`src/mopo_consts.vh`:
```
// Command codes, field positions, reset values and ADC resolution codes for the option and strap-mask block
`ifndef MOPO_CONSTS_VH
`define MOPO_CONSTS_VH

// Command codes of the two configuration words
`define MOPO_CMD_MISC 8'hED
`define MOPO_CMD_PRIO 8'hEE

// Option word field positions
`define MOPO_PEC_BIT 15
`define MOPO_RLD_SHDN_BIT 14
`define MOPO_RLD_FLT_BIT 13
`define MOPO_PIN_FN_BIT 12
`define MOPO_PULLUP_N_BIT 3
`define MOPO_FCNT_MODE_BIT 2
`define MOPO_ADC_HI 1
`define MOPO_ADC_LO 0

// Priority mask field positions
`define MOPO_PRIO_STACK 12
`define MOPO_PRIO_SYNC 11
`define MOPO_PRIO_COMP 9
`define MOPO_PRIO_ADDR 8
`define MOPO_PRIO_PHASE 5
`define MOPO_PRIO_TON 3
`define MOPO_PRIO_IOC 2
`define MOPO_PRIO_FREQ 1
`define MOPO_PRIO_VOUT 0

// Reset values used until the stored image is loaded
`define MOPO_MISC_RESET 16'h0000
`define MOPO_PRIO_RESET 16'h0000

// ADC resolution codes
`define MOPO_ADC_12 2'h0
`define MOPO_ADC_10 2'h1
`define MOPO_ADC_8 2'h2
`define MOPO_ADC_6 2'h3

`endif

```
`src/mopo_setting_pick.v`:
```
// One setting selector: strap value or stored value, by priority mask bit
`timescale 1ns/10ps
`default_nettype none

module mopo_setting_pick #(
    parameter WIDTH = 8
) (
    input wire clk_i,
    input wire reset_n_i,
    input wire load_i,
    input wire strap_wins_i,
    input wire [WIDTH-1:0] strap_val_i,
    input wire [WIDTH-1:0] stored_val_i,
    output reg [WIDTH-1:0] value_o
);

    // Load the chosen source on power-up or restore
    always @(posedge clk_i) begin
        if (!reset_n_i) begin
            value_o <= {WIDTH{1'b0}};
        end else if (load_i) begin
            value_o <= strap_wins_i ? strap_val_i : stored_val_i;
        end
    end

endmodule
`default_nettype wire

```
`src/mopo_option_regs.v`:
```
// Miscellaneous option word and strap priority mask with their effects
//
// Overview of operation
// - PEC clear: accept frames without PEC
// - PEC set: missing PEC treated as mismatch
// - Shutdown reloads setpoint with boot voltage if set
// - Fault retry restart reloads setpoint if set
// - Pin function: power good or reset
// - Reset mode: pull-up enabled when bit clear
// - Mode clear: counter decrements per clean cycle
// - Mode set: counter clears per clean cycle
// - ADC code maps to 12/10/8/6 bits
// - Both words use word write and read
// - Writes immediate; straps sampled only at POR
// - Mask one keeps strapped setting
// - Mask zero loads stored; bit 5 phase
// - Bits 12,11,9,8: stack, sync, comp, address
// - Bits 3,2,1,0: rise, current, freq, output
`timescale 1ns/10ps
`default_nettype none
`include "mopo_consts.vh"

module mopo_option_regs #(
    parameter FCNT_WIDTH = 8,
    parameter SET_WIDTH = 8,
    parameter VOUT_WIDTH = 16
) (
    input wire clk_i,
    input wire reset_n_i,
    // Decoded management bus word transaction
    input wire cmd_valid_i,
    input wire cmd_write_i,
    input wire cmd_word_i,
    input wire [7:0] cmd_code_i,
    input wire [15:0] cmd_wdata_i,
    input wire pec_present_i,
    input wire pec_ok_i,
    output reg cmd_exec_o,
    output reg cmd_pec_err_o,
    output reg cmd_ack_o,
    output reg [15:0] cmd_rdata_o,
    // Stored image load at power-up or restore
    input wire nvm_load_i,
    input wire [15:0] nvm_misc_i,
    input wire [15:0] nvm_prio_i,
    // Strap inputs, one vector of settings
    input wire [SET_WIDTH*9-1:0] strap_set_i,
    input wire [SET_WIDTH*9-1:0] stored_set_i,
    output reg [SET_WIDTH*9-1:0] active_set_o,
    // Output setpoint handling
    input wire shutdown_ctrl_i,
    input wire fault_restart_i,
    input wire fault_retry_mode_i,
    input wire setpoint_wr_i,
    input wire [VOUT_WIDTH-1:0] setpoint_wdata_i,
    input wire [VOUT_WIDTH-1:0] boot_voltage_i,
    output reg [VOUT_WIDTH-1:0] setpoint_o,
    // Fault counter
    input wire pwm_cycle_i,
    input wire fault_i,
    output reg [FCNT_WIDTH-1:0] fault_count_o,
    // Shared status pin
    input wire power_good_i,
    input wire reset_out_n_i,
    output reg shared_status_pin_o,
    output reg shared_status_pin_oe_o,
    output reg pullup_en_o,
    output reg [3:0] adc_bits_o
);

    localparam NSET = 9; // Settings under strap priority

    // Option word layout
    // 15: Check byte required on every frame
    // 14: Setpoint reload on commanded shutdown
    // 13: Setpoint reload on fault retry restart
    // 12: Status pin carries reset output
    // 11:4: Reserved, kept as written
    // 3: Pull-up off while in reset mode
    // 2: Clean cycle clears fault counter
    // 1:0: Converter resolution code
    //
    // Priority mask layout, a one keeps the strap
    // 15:13: Unused, kept as written
    // 12: Phase stack setting
    // 11: Sync setting
    // 10: Reserved, kept as written
    // 9: Loop compensation setting
    // 8: Bus device address
    // 7:6: Unused, kept as written
    // 5: Phase offset setting
    // 4: Reserved, kept as written
    // 3: Output rise time
    // 2: Both overcurrent limits
    // 1: Switching frequency
    // 0: Output voltage group
    // Stored words and internal state
    reg [15:0] misc_option_word; // Option word
    reg [15:0] pin_strap_priority_mask;
    reg por_done; // Straps captured once after POR
    reg load_pend; // Load request for pickers
    reg [SET_WIDTH*9-1:0] strap_latch; // Straps held since POR
    reg [FCNT_WIDTH-1:0] next_fault_count;
    reg [3:0] next_adc_bits;
    wire [NSET-1:0] prio_sel; // Priority bit per setting
    wire [SET_WIDTH*9-1:0] picked;
    wire access_ok;
    wire is_misc;
    wire is_prio;
    // Field views of the option word
    wire pec_required; // Every frame needs a check byte
    wire setpoint_reload_on_shutdown; // Boot value on shutdown
    wire setpoint_reload_on_fault_retry; // Boot value on retry
    wire reset_pin_mode; // Status pin acts as reset
    wire pullup_off; // Pull-up off in reset mode
    wire fault_counter_mode; // Clean cycle clears counter
    wire [1:0] adc_resolution_select; // Resolution code

    // Setting order: vout, freq, ioc, ton, phase, addr, comp, sync, stack
    assign prio_sel = {pin_strap_priority_mask[`MOPO_PRIO_STACK],
                       pin_strap_priority_mask[`MOPO_PRIO_SYNC],
                       pin_strap_priority_mask[`MOPO_PRIO_COMP],
                       pin_strap_priority_mask[`MOPO_PRIO_ADDR],
                       pin_strap_priority_mask[`MOPO_PRIO_PHASE],
                       pin_strap_priority_mask[`MOPO_PRIO_TON],
                       pin_strap_priority_mask[`MOPO_PRIO_IOC],
                       pin_strap_priority_mask[`MOPO_PRIO_FREQ],
                       pin_strap_priority_mask[`MOPO_PRIO_VOUT]};

    // Missing PEC passes only when not required; bad PEC always fails
    assign access_ok = pec_present_i ? pec_ok_i
                     : ~pec_required;
    assign is_misc = (cmd_code_i == `MOPO_CMD_MISC);
    assign is_prio = (cmd_code_i == `MOPO_CMD_PRIO);

    // Option word fields by name
    assign pec_required = misc_option_word[`MOPO_PEC_BIT];
    assign setpoint_reload_on_shutdown = misc_option_word[`MOPO_RLD_SHDN_BIT];
    assign setpoint_reload_on_fault_retry = misc_option_word[`MOPO_RLD_FLT_BIT];
    assign reset_pin_mode = misc_option_word[`MOPO_PIN_FN_BIT];
    assign pullup_off = misc_option_word[`MOPO_PULLUP_N_BIT];
    assign fault_counter_mode = misc_option_word[`MOPO_FCNT_MODE_BIT];
    assign adc_resolution_select = misc_option_word[`MOPO_ADC_HI:`MOPO_ADC_LO];

    // Register writes and reads, word transactions only
    // Request taken at one edge, answer pulses one cycle later
    // Stored image load wins over a bus write in the same cycle
    // Refused frames still answer, with the check error pulse
    // Non-word frames answer but change nothing
    // Codes other than the two words get no answer
    // Read data holds until the next accepted read
    always @(posedge clk_i) begin
        if (!reset_n_i) begin
            misc_option_word <= `MOPO_MISC_RESET;
            pin_strap_priority_mask <= `MOPO_PRIO_RESET;
            cmd_exec_o <= 1'b0;
            cmd_pec_err_o <= 1'b0;
            cmd_ack_o <= 1'b0;
            cmd_rdata_o <= 16'h0000;
        end else begin
            cmd_exec_o <= 1'b0;
            cmd_pec_err_o <= 1'b0;
            cmd_ack_o <= 1'b0;
            if (nvm_load_i) begin
                // Stored image replaces both words
                misc_option_word <= nvm_misc_i;
                pin_strap_priority_mask <= nvm_prio_i;
            end else if (cmd_valid_i && (is_misc || is_prio)) begin
                cmd_ack_o <= 1'b1;
                if (!access_ok) begin
                    // Rejected as invalid PEC
                    cmd_pec_err_o <= 1'b1;
                end else if (cmd_word_i) begin
                    cmd_exec_o <= 1'b1;
                    if (cmd_write_i) begin
                        // Whole word kept, reserved bits too
                        if (is_misc) begin
                            misc_option_word <= cmd_wdata_i;
                        end else begin
                            pin_strap_priority_mask <= cmd_wdata_i;
                        end
                    end else begin
                        cmd_rdata_o <= is_misc ? misc_option_word
                                               : pin_strap_priority_mask;
                    end
                end
            end
        end
    end

    // One-time strap capture just after POR release
    // Straps read at the first edge out of reset
    // Later strap changes are ignored until the next POR
    always @(posedge clk_i) begin
        if (!reset_n_i) begin
            por_done <= 1'b0;
            strap_latch <= {SET_WIDTH*9{1'b0}};
        end else if (!por_done) begin
            por_done <= 1'b1;
            strap_latch <= strap_set_i;
        end
    end

    // Pickers load at first stored-image load and every restore
    // Load sequence, counted from the edge taking the load:
    // edge 0 copies both stored words into the registers,
    // edge 1 lets the pickers choose with the new mask,
    // edge 2 shows the chosen settings on the outputs
    // One cycle behind the load so the new mask is in place
    always @(posedge clk_i) begin
        if (!reset_n_i) begin
            load_pend <= 1'b0;
        end else begin
            load_pend <= nvm_load_i;
        end
    end

    // One picker per maskable setting
    // A set mask bit keeps the strap; a clear bit takes the image
    // Vector order follows the prio_sel order above
    genvar gi;
    generate
        for (gi = 0; gi < NSET; gi = gi + 1) begin : g_pick
            mopo_setting_pick #(
                .WIDTH(SET_WIDTH)
            ) u_pick (
                .clk_i(clk_i),
                .reset_n_i(reset_n_i),
                .load_i(load_pend),
                .strap_wins_i(prio_sel[gi]),
                .strap_val_i(strap_latch[gi*SET_WIDTH +: SET_WIDTH]),
                .stored_val_i(stored_set_i[gi*SET_WIDTH +: SET_WIDTH]),
                .value_o(picked[gi*SET_WIDTH +: SET_WIDTH])
            );
        end
    endgenerate

    // Register the picked settings for output
    // One edge behind the pickers, straight from a flip-flop
    always @(posedge clk_i) begin
        if (!reset_n_i) begin
            active_set_o <= {SET_WIDTH*9{1'b0}};
        end else begin
            active_set_o <= picked;
        end
    end

    // Output setpoint: host write, shutdown or fault reload
    // Shutdown reload wins over fault reload over host write
    // A clear reload bit keeps the present setpoint
    // Host writes land only when no reload is due
    always @(posedge clk_i) begin
        if (!reset_n_i) begin
            setpoint_o <= {VOUT_WIDTH{1'b0}};
        end else if (shutdown_ctrl_i && setpoint_reload_on_shutdown) begin
            setpoint_o <= boot_voltage_i;
        end else if (fault_restart_i && fault_retry_mode_i
                     && setpoint_reload_on_fault_retry) begin
            setpoint_o <= boot_voltage_i;
        end else if (setpoint_wr_i) begin
            setpoint_o <= setpoint_wdata_i;
        end
    end

    // Fault counter next value
    // Faulted cycle counts up and saturates at all ones
    // Clean cycle counts down to zero or clears, by mode
    // No change on edges without a PWM cycle
    always @* begin
        next_fault_count = fault_count_o;
        if (pwm_cycle_i) begin
            if (fault_i) begin
                // Count up, saturating
                if (fault_count_o != {FCNT_WIDTH{1'b1}}) begin
                    next_fault_count = fault_count_o + {{(FCNT_WIDTH-1){1'b0}}, 1'b1};
                end
            end else if (fault_counter_mode) begin
                next_fault_count = {FCNT_WIDTH{1'b0}};
            end else if (fault_count_o != {FCNT_WIDTH{1'b0}}) begin
                next_fault_count = fault_count_o - {{(FCNT_WIDTH-1){1'b0}}, 1'b1};
            end
        end
    end

    // Fault counter register
    // Updated on every edge; holds outside PWM cycles
    always @(posedge clk_i) begin
        if (!reset_n_i) begin
            fault_count_o <= {FCNT_WIDTH{1'b0}};
        end else begin
            fault_count_o <= next_fault_count;
        end
    end

    // ADC resolution decode
    // Output is the converter width in bits
    // Default keeps full width for safety
    always @* begin
        case (adc_resolution_select)
            `MOPO_ADC_12: next_adc_bits = 4'hC;
            `MOPO_ADC_10: next_adc_bits = 4'hA;
            `MOPO_ADC_8: next_adc_bits = 4'h8;
            `MOPO_ADC_6: next_adc_bits = 4'h6;
            default: next_adc_bits = 4'hC;
        endcase
    end

    // Resolution register, one edge behind the word
    always @(posedge clk_i) begin
        if (!reset_n_i) begin
            adc_bits_o <= 4'hC;
        end else begin
            adc_bits_o <= next_adc_bits;
        end
    end

    // Shared status pin function and pull-up
    // Pin is always driven, so the enable stays high
    // Power good mode leaves the internal pull-up off
    always @(posedge clk_i) begin
        if (!reset_n_i) begin
            shared_status_pin_o <= 1'b0;
            shared_status_pin_oe_o <= 1'b1;
            pullup_en_o <= 1'b0;
        end else begin
            shared_status_pin_oe_o <= 1'b1;
            if (reset_pin_mode) begin
                // Active-low reset output
                shared_status_pin_o <= reset_out_n_i;
                pullup_en_o <= ~pullup_off;
            end else begin
                // Power good, no internal pull-up
                shared_status_pin_o <= power_good_i;
                pullup_en_o <= 1'b0;
            end
        end
    end

endmodule
`default_nettype wire

```
`config.mk`:
```
export PLATFORM = sky130hd
export DESIGN_NAME = mopo_option_regs
export DESIGN_NICKNAME = d
export VERILOG_FILES = /design/src/mopo_setting_pick.v /design/src/mopo_option_regs.v
export VERILOG_INCLUDE_DIRS = /design/src /design/src/src
export SDC_FILE = /design/constraint.sdc
export NUM_CORES = 1
export LEC_CHECK = 0
export BUFFER_PORTS_ARGS = -buffer_cell sky130_fd_sc_hd__buf_2
export CAP_MARGIN = 5
export CELL_PAD_IN_SITES_DETAIL_PLACEMENT = 1
export CELL_PAD_IN_SITES_GLOBAL_PLACEMENT = 1
export CORE_MARGIN = 5
export CORE_UTILIZATION = 34
export CTS_BUF_LIST = sky130_fd_sc_hd__clkbuf_16
export DETAILED_ROUTE_END_ITERATION = 10
export GPL_ROUTABILITY_DRIVEN = 0
export MAX_ROUTING_LAYER = met4
export PLACE_DENSITY = 0.76
export SETUP_SLACK_MARGIN = 0.15
export SYNTH_ARGS = -nofsm -noshare
export SYNTH_HDL_FRONTEND = slang
export SYNTH_HIERARCHICAL = 1
export SYNTH_SLANG_ARGS = --single-unit
```
`constraint.sdc`:
```
create_clock -name clk_i -period 1.7 [get_ports clk_i]
set_input_delay 0.17 -clock clk_i [delete_from_list [all_inputs] [get_ports clk_i]]
set_output_delay 0.17 -clock clk_i [all_outputs]
set_load 0.01 [all_outputs]
```
== After elaboration in Yosys (flattened, before gate mapping) ==
Cells that the tools add are included.

* Register bits: 299
* Input port bits: 248
* Output and inout bits: 122
* Logic and storage cells: 99

* $add $sub $neg: 2
* Equality and inequality tests: 8
* Multiplexer cells: 36
* Bitwise operators: 7
* Reduce and logical (&&, ||, !) cells: 22

{| class="wikitable"
|+ Operator list
! cell !! count
|-
| two-way mux 16 bit || 16
|-
| two-way mux 8 bit || 13
|-
| == test 8 bit (second input constant) || 2
|-
| one-hot mux 4 bit (4 select lines) || 1
|-
| AND reduction 5 bit || 3
|-
| nonzero test 2 bit || 5
|-
| adder 8 x 1 -> 8 bit (second input constant) || 1
|-
| != test 8 bit (second input constant) || 1
|-
| nonzero test 8 bit || 1
|-
| subtractor 8 x 1 -> 8 bit (second input constant) || 1
|-
| inverter 1 bit || 7
|-
| two-way mux 1 bit || 6
|-
| nonzero test 3 bit || 2
|-
| == test 2 bit (second input constant) || 2
|-
| logical AND 1 bit || 4
|-
| OR reduction 4 bit || 1
|-
| AND reduction 3 bit || 1
|-
| OR reduction 3 bit || 1
|-
| == test 2 x 1 -> 1 bit (second input constant) || 1
|-
| logical NOT 2 bit || 1
|-
| != test 2 x 1 -> 1 bit (second input constant) || 1
|-
| != test 2 bit (second input constant) || 1
|-
| AND reduction 2 bit || 1
|-
| OR reduction 2 bit || 1
|-
| logical OR 1 bit || 1
|}

== Longest topological paths before layout ==
Gate-level depths: netlist of run 1.

* Depth after elaboration: 7
* Mapped depth: 8

== Hierarchy ==
Netlist of run 1, hierarchy kept.

{| class="wikitable"
|+ By module, submodules not included
! module !! instances !! cells each !! area each (um^2) !! sequential area each (um^2)
|-
| mopo_option_regs || 1 || 842 || 8406.8 || 4524.3
|-
| mopo_setting_pick || 9 || 34 || 350.3 || 160.2
|}

== Worst setup path before layout of run 1 ==
No wires, ideal clock.

* Path kind: reg-to-reg
* Start point: register fault_count_o[0]
* End point: register fault_count_o[1]
* Arrival time: 1.732 ns
* Data required time: 1.567 ns
* Path slack: -0.165 ns
* Stages on the path, launching flop included: 9
* Clock period less this slack: 1.865 ns
* Path through: dfxtp_1 > clkbuf_1 > inv_1 > ha_1 > nor2b_1 > a41o_4 > buf_6 > a211oi_2 > a211oi_2

* Word-level cells in the longest chain between the ends: 4
* Elaborated cells between the ends (all ways): 11
* Those cells by class: 2 x add/sub; 2 x eq/ne; 4 x mux; 3 x reduce/logical

{| class="wikitable"
|+ RTL lines
! item !! RTL line !! source
|-
| start, declared || mopo_option_regs.v:61 || <nowiki>output reg [FCNT_WIDTH-1:0] fault_count_o,</nowiki>
|-
| start signal, assigned || mopo_option_regs.v:289 || <nowiki>fault_count_o <= {FCNT_WIDTH{1'b0}};</nowiki>
|-
| start signal, assigned || mopo_option_regs.v:291 || <nowiki>fault_count_o <= next_fault_count;</nowiki>
|-
| subtractor 8 x 1 -> 8 bit || mopo_option_regs.v:280 || <nowiki>next_fault_count = fault_count_o - {{(FCNT_WIDTH-1){1'b0}}, 1'b1};</nowiki>
|-
| two-way mux 8 bit || mopo_option_regs.v:279 || <nowiki>end else if (fault_count_o != {FCNT_WIDTH{1'b0}}) begin</nowiki>
|-
| two-way mux 8 bit || mopo_option_regs.v:277 || <nowiki>end else if (fault_counter_mode) begin</nowiki>
|-
| two-way mux 8 bit || mopo_option_regs.v:272 || <nowiki>if (fault_i) begin</nowiki>
|}

Parallel ways exist; a longest one is shown, timed or not. The select of a mux whose other input is x is not followed.
A chain may end at the register's enable or synchronous reset.

== Worst setup path after layout of run 1 ==
* Start point: register fault_count_o[1]
* End point: register fault_count_o[2]

The elaborated chain is that of the path after synthesis.

==> flow_metrics.py, run 1 <==
metrics = {
    "power_and_ir_drop": {
        "seqPwrFrac_pct": 46.2,
        "p_sw_share_pct": 26.0,
        "combPwrFrac_pct": 14.0,
        "p_int_mw": 12.4,
        "power_switching_mw": 4.35,
        "power.leakage_nw": 7.81,
        "power_mw": 16.8,
        "p_per_area_nw_per_um2": 986,
        "ir_drop_uv": 586,
        "clock_power_share_pct": 39.8,
    },
    "timing": {
        "final-max-slew-violation-count": 0,
        "setup-violations-final": 0,
        "worst-slew-pin-transition_ns": 0.855,
        "tns_ns": 0,
        "finalClockSkew_ns": 0.0127,
        "fin_crit_sh_pct": 95.9,
        "rsz0062_at_grt": "true",
        "max_slew_margin_pct": 42.9,
        "fin_crit_ns": 1.63,
        "max_freq_mhz": 613,
        "hold_violations": 0,
    },
    "floorplan": {
        "design.die.area_um2": 37800,
        "core_um2": 33500,
        "die_h_um": 194,
        "ioPinCount": 370,
        "rows": 67,
        "initial_utilization_pct": 34.5,
        "die_width_um": 194,
    },
    "synthesis": {
        "yosysWarnings": 6,
        "syn_inst": 1148,
        "yosysSeqAreaShare_pct": 51.6,
        "async_reset_ff_share_pct": 0,
        "ys_types": 47,
        "synth-main-ff-cell": "dfxtp_1",
        "syn-cell-area_um2": 11600,
        "synth-edff-count": 0,
        "syn_area_per_cell_um2": 10.1,
        "syn-num-nets": 1403,
        "synth_seq_cells": 298,
    },
    "drt": {
        "drtPass1Iterations": 5,
        "drt_iter0_markers": 434,
        "vias": 10966,
        "vias_per_cell": 5.01,
        "wl_per_cell_um": 21.2,
        "routed_wl_um": 46300,
        "route.detailed.drc": 0,
        "ant_nets": 0,
    },
    "global_route": {
        "antenna_found_initial": 13,
        "grt_max_degree": 66,
        "globalRouteMet2Util_pct": 42.7,
        "grt_first_pass_wirelength_um": 71000,
        "gr-total-overflow": 0,
        "grt_usage_pct": 23.9,
        "grt_pass1_vias": 12313,
        "grt.busiest_layer": "met2",
        "grtUsageMet3_pct": 4.24,
        "grtUsageMet1_pct": 25.9,
    },
    "clock_tree": {
        "htree_levels": 2,
        "cts_buffer_depth": 3,
        "numCtsBuffers": 34,
        "cts.sinks": 298,
        "cts_tree": "built",
        "root_buffer": "clkbuf_16",
        "clk_pin_slew_worst_paths_ns": 0.06,
        "insertion_delay_ns": 0.50,
    },
    "setup_path": {
        "critPathKind": "reg2reg",
        "critPathLaunch": "fault_count_o[1]",
        "cp.arrival_ns": 2.01,
        "crit_path_start_kind": "register",
        "cp.required_ns": 2.08,
        "r2r-start": "fault_count_o[1]",
        "end_kind": "register",
        "crit_path_max_fanout": 8,
    },
    "layout": {
        "final_net_count": 1961,
        "instances_no_fill": 2187,
        "drive_gt1_share_pct": 29.5,
        "final_cell_mix": "buf_2 (366), dfxtp_1 (289), dlygate4sd3_1 (190), mux2i_1 (178), nor2_1 (117)",
        "layout_commonest_cell": "buf_2",
        "synthToLayoutAreaGrowth_pct": 47.0,
    },
    "placed_design": {
        "dp_hpwl_um": 26500,
        "dpl.cell_count": 1914,
        "io_buffers": 367,
    },
    "outcome": {
        "status": "finished clean",
    },
    "job": {
        "cap_violations": 0,
    },
    "hold_path": {
        "min_path_type": "in2reg",
        "min_from": "stored_set_i[53]",
    },
}
cell type report:
cell class | count | area, µm²
Fill cell | 3808 | 16500
Sequential cell | 298 | 5990
Multi-Input combinational cell | 764 | 5180
Timing Repair Buffer | 600 | 4200
Clock buffer | 36 | 901
Tap cell | 448 | 561
Clock inverter | 21 | 92.6
Inverter | 8 | 37.5
Antenna cell | 12 | 30.0
cell families after synthesis:
| family | after synthesis | share of synthesized area, % |
|---|---|---|
| compound gates | 255 | 13.2 |
| fa+ha+maj | 7 | 0.758 |
| buf+inv | 87 | 4.60 |
| other cells | 2 | 0.0650 |
| xor+xnor | 2 | 0.152 |
| simple gates | 303 | 12.7 |
| mux | 194 | 17.0 |
| flops | 298 | 51.6 |
worst max-delay path: stages, from the launching register on:
cell     delay [ns]
dfxtp_4        0.40
ha_4           0.18
nand4_4        0.14
o21ai_4        0.26
a41o_4         0.20
a21oi_1        0.08
o221a_1        0.26
state kept, by name (all words and copies together), names as in the netlist, 8 cells and up:
register                 flops
active_set_o                72
fault_count_o                8
setpoint_o                  16
cmd_rdata_o                 16
strap_latch                 72
misc_option_word            16
pin_strap_priority_mask     16
g_pick.u_pick/value_o       72
worst paths after layout:
path | slack [ns] | cells after the start | endpoint
worst min register to register | 0.46 | 1 | active_set_o[38]
worst min-delay path | 0.004 | 3 | g_pick[6].u_pick/value_o[5]
worst max register to register | 0.07 | 6 | fault_count_o[2]
worst max-delay path | 0.07 | 6 | fault_count_o[2]
power groups by stage:
| stage | sequential (mW) | clock [mW] | combinational [mW] |
|---|---|---|---|
| floorplan | 7.79 | 0 | 1.05 |
| global placement | 7.84 | 0 | 1.72 |
| detailed placement | 7.86 | 0 | 1.78 |
| CTS | 7.71 | 6.80 | 2.21 |
| global route | 7.79 | 7.16 | 2.53 |
| finish | 7.75 | 6.67 | 2.34 |
stage by stage:
step | utilization [%] | instance area [µm²] | hold slack, ns | worst slack (ns)
finish | 50.7 | 17000 | 0.00399 | 0.0693
CTS | 50.3 | 16900 | 0.0000245 | 0.165
floorplan | - | 11600 | 0.198 | 0.115
global placement | 41.3 | 13900 | 0.401 | 0.0836
detailed placement | 41.3 | 13900 | 0.408 | -0.0236
global route | 50.7 | 17000 | 0.0106 | 0.00990
cell usage after synthesis, types with 3 or more instances:
cell type,instances,area (µm²)
buf_6,21,236
nor3_1,4,20.0
clkbuf_1,40,150
and2_1,73,457
a31oi_1,32,200
ha_1,7,87.6
buf_2,11,55.1
a211oi_1,16,120
o21ai_2,20,175
nand2_1,79,297
nand3_1,11,55.1
a211o_1,3,26.3
nor2_1,117,439
nand4_1,4,25.0
mux2i_1,178,1780
a21oi_1,81,405
inv_1,7,26.3
mux2_1,16,180
dfxtp_1,298,5970
buf_4,6,45.0
and3_1,4,25.0
o21ai_0,89,445
per-layer routing:
metal | wire length (µm) | vias to the layer above | share of wire, %
li1 | - | 5121 | -
met1 | 17800 | 5295 | 38
met2 | 24200 | 421 | 52
met3 | 2140 | 129 | 4.6
met4 | 2140 | 0 | 4.6
met5 | 0 | - | 0
what timing repair did:
action                                  CTS  global route
gates cloned                              1             0
hold endpoints to repair                182             0
setup buffers                             8             5
pin swaps                                 1             7
gates resized for setup                  12            11
endpoints found under the setup margin    8             8
hold buffers                            190             0
No activity file was read; power rests on OpenSTA's default activity.
==> inputs of run 2 (changes only) <==
--- a/config.mk
+++ b/config.mk
@@ -10,7 +10,8 @@
 export CAP_MARGIN = 5
 export CELL_PAD_IN_SITES_DETAIL_PLACEMENT = 1
 export CELL_PAD_IN_SITES_GLOBAL_PLACEMENT = 1
-export CORE_MARGIN = 5
+export CORE_ASPECT_RATIO = 0.6
+export CORE_MARGIN = 2
 export CORE_UTILIZATION = 34
 export CTS_BUF_LIST = sky130_fd_sc_hd__clkbuf_16
 export DETAILED_ROUTE_END_ITERATION = 10
==> flow_metrics.py, run 2 (synthesis results as in run 1) <==
metrics = {
    "outcome": {
        "status": "finished clean",
    },
    "power_and_ir_drop": {
        "p_sw_share_pct": 26.9,
        "power_mw": 16.4,
        "power.leakage_nw": 7.88,
        "combPwrFrac_pct": 14.6,
        "ir_drop_uv": 644,
        "p_int_mw": 12.0,
        "clock_power_share_pct": 38.0,
        "p_per_area_nw_per_um2": 950,
        "seqPwrFrac_pct": 47.4,
        "power_switching_mw": 4.40,
    },
    "drt": {
        "route.detailed.drc": 0,
        "ant_nets": 0,
        "routed_wl_um": 46500,
        "wl_per_cell_um": 20.9,
        "vias": 11139,
        "drtPass1Iterations": 4,
        "vias_per_cell": 5.02,
        "drt_iter0_markers": 452,
    },
    "clock_tree": {
        "cts_tree": "built",
        "clk_pin_slew_worst_paths_ns": 0.07,
        "cts_buffer_depth": 3,
        "numCtsBuffers": 28,
        "cts.sinks": 298,
        "root_buffer": "clkbuf_16",
        "insertion_delay_ns": 0.57,
        "htree_levels": 1,
    },
    "setup_path": {
        "cp.arrival_ns": 1.96,
        "r2r-end": "fault_count_o[1]",
        "critPathKind": "reg2reg",
        "critPathLaunch": "fault_count_o[0]",
        "reg2reg_slack_ns": 0.16,
        "r2r-start": "fault_count_o[0]",
        "crit_path_max_fanout": 7,
        "ff2ff_path_depth": 7,
        "end_kind": "register",
        "crit_path_end": "fault_count_o[1]",
        "crit_path_start_kind": "register",
        "cp.required_ns": 2.12,
    },
    "placed_design": {
        "dpl.cell_count": 1922,
        "io_buffers": 367,
        "placed_area_um2": 13900,
        "dp_hpwl_um": 26500,
    },
    "floorplan": {
        "die_h_um": 147,
        "rows": 52,
        "initial_utilization_pct": 34.4,
        "die_width_um": 242,
        "design.die.area_um2": 35500,
        "core_um2": 33600,
        "ioPinCount": 370,
    },
    "layout": {
        "synthToLayoutAreaGrowth_pct": 49.0,
        "fin_area_um2": 17200,
        "fill_cells": 3809,
        "drive_gt1_share_pct": 28.2,
        "layout_commonest_cell": "buf_2",
        "top_regs": "active_set_o x72, g_pick.u_pick/value_o x72, strap_latch x72",
        "final_cell_mix": "buf_2 (366), dfxtp_1 (290), dlygate4sd3_1 (231), mux2i_1 (178), nor2_1 (117)",
        "final_net_count": 1988,
        "instances_no_fill": 2221,
    },
    "global_route": {
        "antenna_found_initial": 8,
        "grt_usage_pct": 26.3,
        "gr-total-overflow": 0,
        "grt_max_degree": 66,
        "grt_first_pass_wirelength_um": 71400,
        "grt_pass1_vias": 12608,
    },
    "timing": {
        "worst-slew-pin-transition_ns": 0.837,
        "rsz0062_at_grt": "true",
        "final-max-slew-violation-count": 0,
        "fin_crit_ns": 1.54,
        "max_slew_margin_pct": 44.1,
        "hold_violations": 0,
        "max_freq_mhz": 651,
        "fin_crit_sh_pct": 90.3,
        "setup-violations-final": 0,
        "finalClockSkew_ns": 0.0346,
        "fin_hold_ws_ns": 0.0887,
    },
    "hold_path": {
        "min_path_type": "in2reg",
    },
    "job": {
        "cap_violations": 0,
    },
}
## run 2: area by class of cell
| cell class | count | area (µm²) | share of cell area, % |
|---|---|---|---|
| flip-flops and latches | 298 | 5990 | 34.8 |
| well taps | 459 | 574 | 3.33 |
| clock buffers | 28 | 701 | 4.07 |
| multi-input cells | 764 | 5160 | 30.0 |
| repair buffers | 633 | 4570 | 26.5 |
| inverters | 8 | 37.5 | 0.218 |
| clock inverters | 23 | 174 | 1.01 |
| diodes | 8 | 20.0 | 0.116 |
## run 2: per-layer routing
metal	share of wire [%]	up-vias	track usage, %
met5	0	-	-
met4	3.8	0	10.1
met3	4.6	100	4.97
met2	52	351	48.4
met1	40	5513	28.1
li1	-	5175	-
## run 2: worst min-delay path by stage
stage	startpoint	endpoint	slack [ns]	cells after the start
global placement	strap_set_i[20]	strap_latch[20]	0.40	3
finish	pwm_cycle_i	fault_count_o[7]	0.09	5
CTS	pwm_cycle_i	fault_count_o[7]	0.05	5
global route	pwm_cycle_i	fault_count_o[7]	0.11	5
detailed placement	strap_set_i[10]	strap_latch[10]	0.41	3
floorplan	reset_n_i	por_done	0.20	0
## run 2: power groups by stage
stage / Clock, mW / Combinational (mW) / Sequential [mW]
CTS: 6.30 / 2.27 / 7.72
finish: 6.22 / 2.39 / 7.75
global placement: 0 / 1.71 / 7.84
floorplan: 0 / 1.05 / 7.79
detailed placement: 0 / 1.78 / 7.87
global route: 6.66 / 2.58 / 7.79
## run 2: worst max-delay path, stage by stage (launching register included)
cell      delay (ns)
dfxtp_4         0.38
ha_4            0.19
nand4_4         0.12
o21ai_4         0.08
a41o_4          0.28
buf_4           0.14
a211oi_2        0.17
a211oi_2        0.06
## run 2: per-stage QoR
stage | setup WS, ns | TNS, ns | utilization [%]
2_1_floorplan | 0.115 | 0 | -
3_3_place_gp | 0.0766 | 0 | 41.3
3_5_place_dp | -0.0507 | -0.0813 | 41.3
4_1_cts | 0.153 | 0 | 51.1
5_1_grt | 0.101 | 0 | 51.3
6_report | 0.164 | 0 | 51.3
## run 2: what timing repair did
item / CTS / global route
buffers inserted: 5 / 3
cloned: 1 / 0
resized for setup: 12 / 9
endpoints found under the hold margin: 196 / 0
hold buffers: 231 / 0
pin swaps: 4 / 4
setup endpoints to repair: 10 / 22
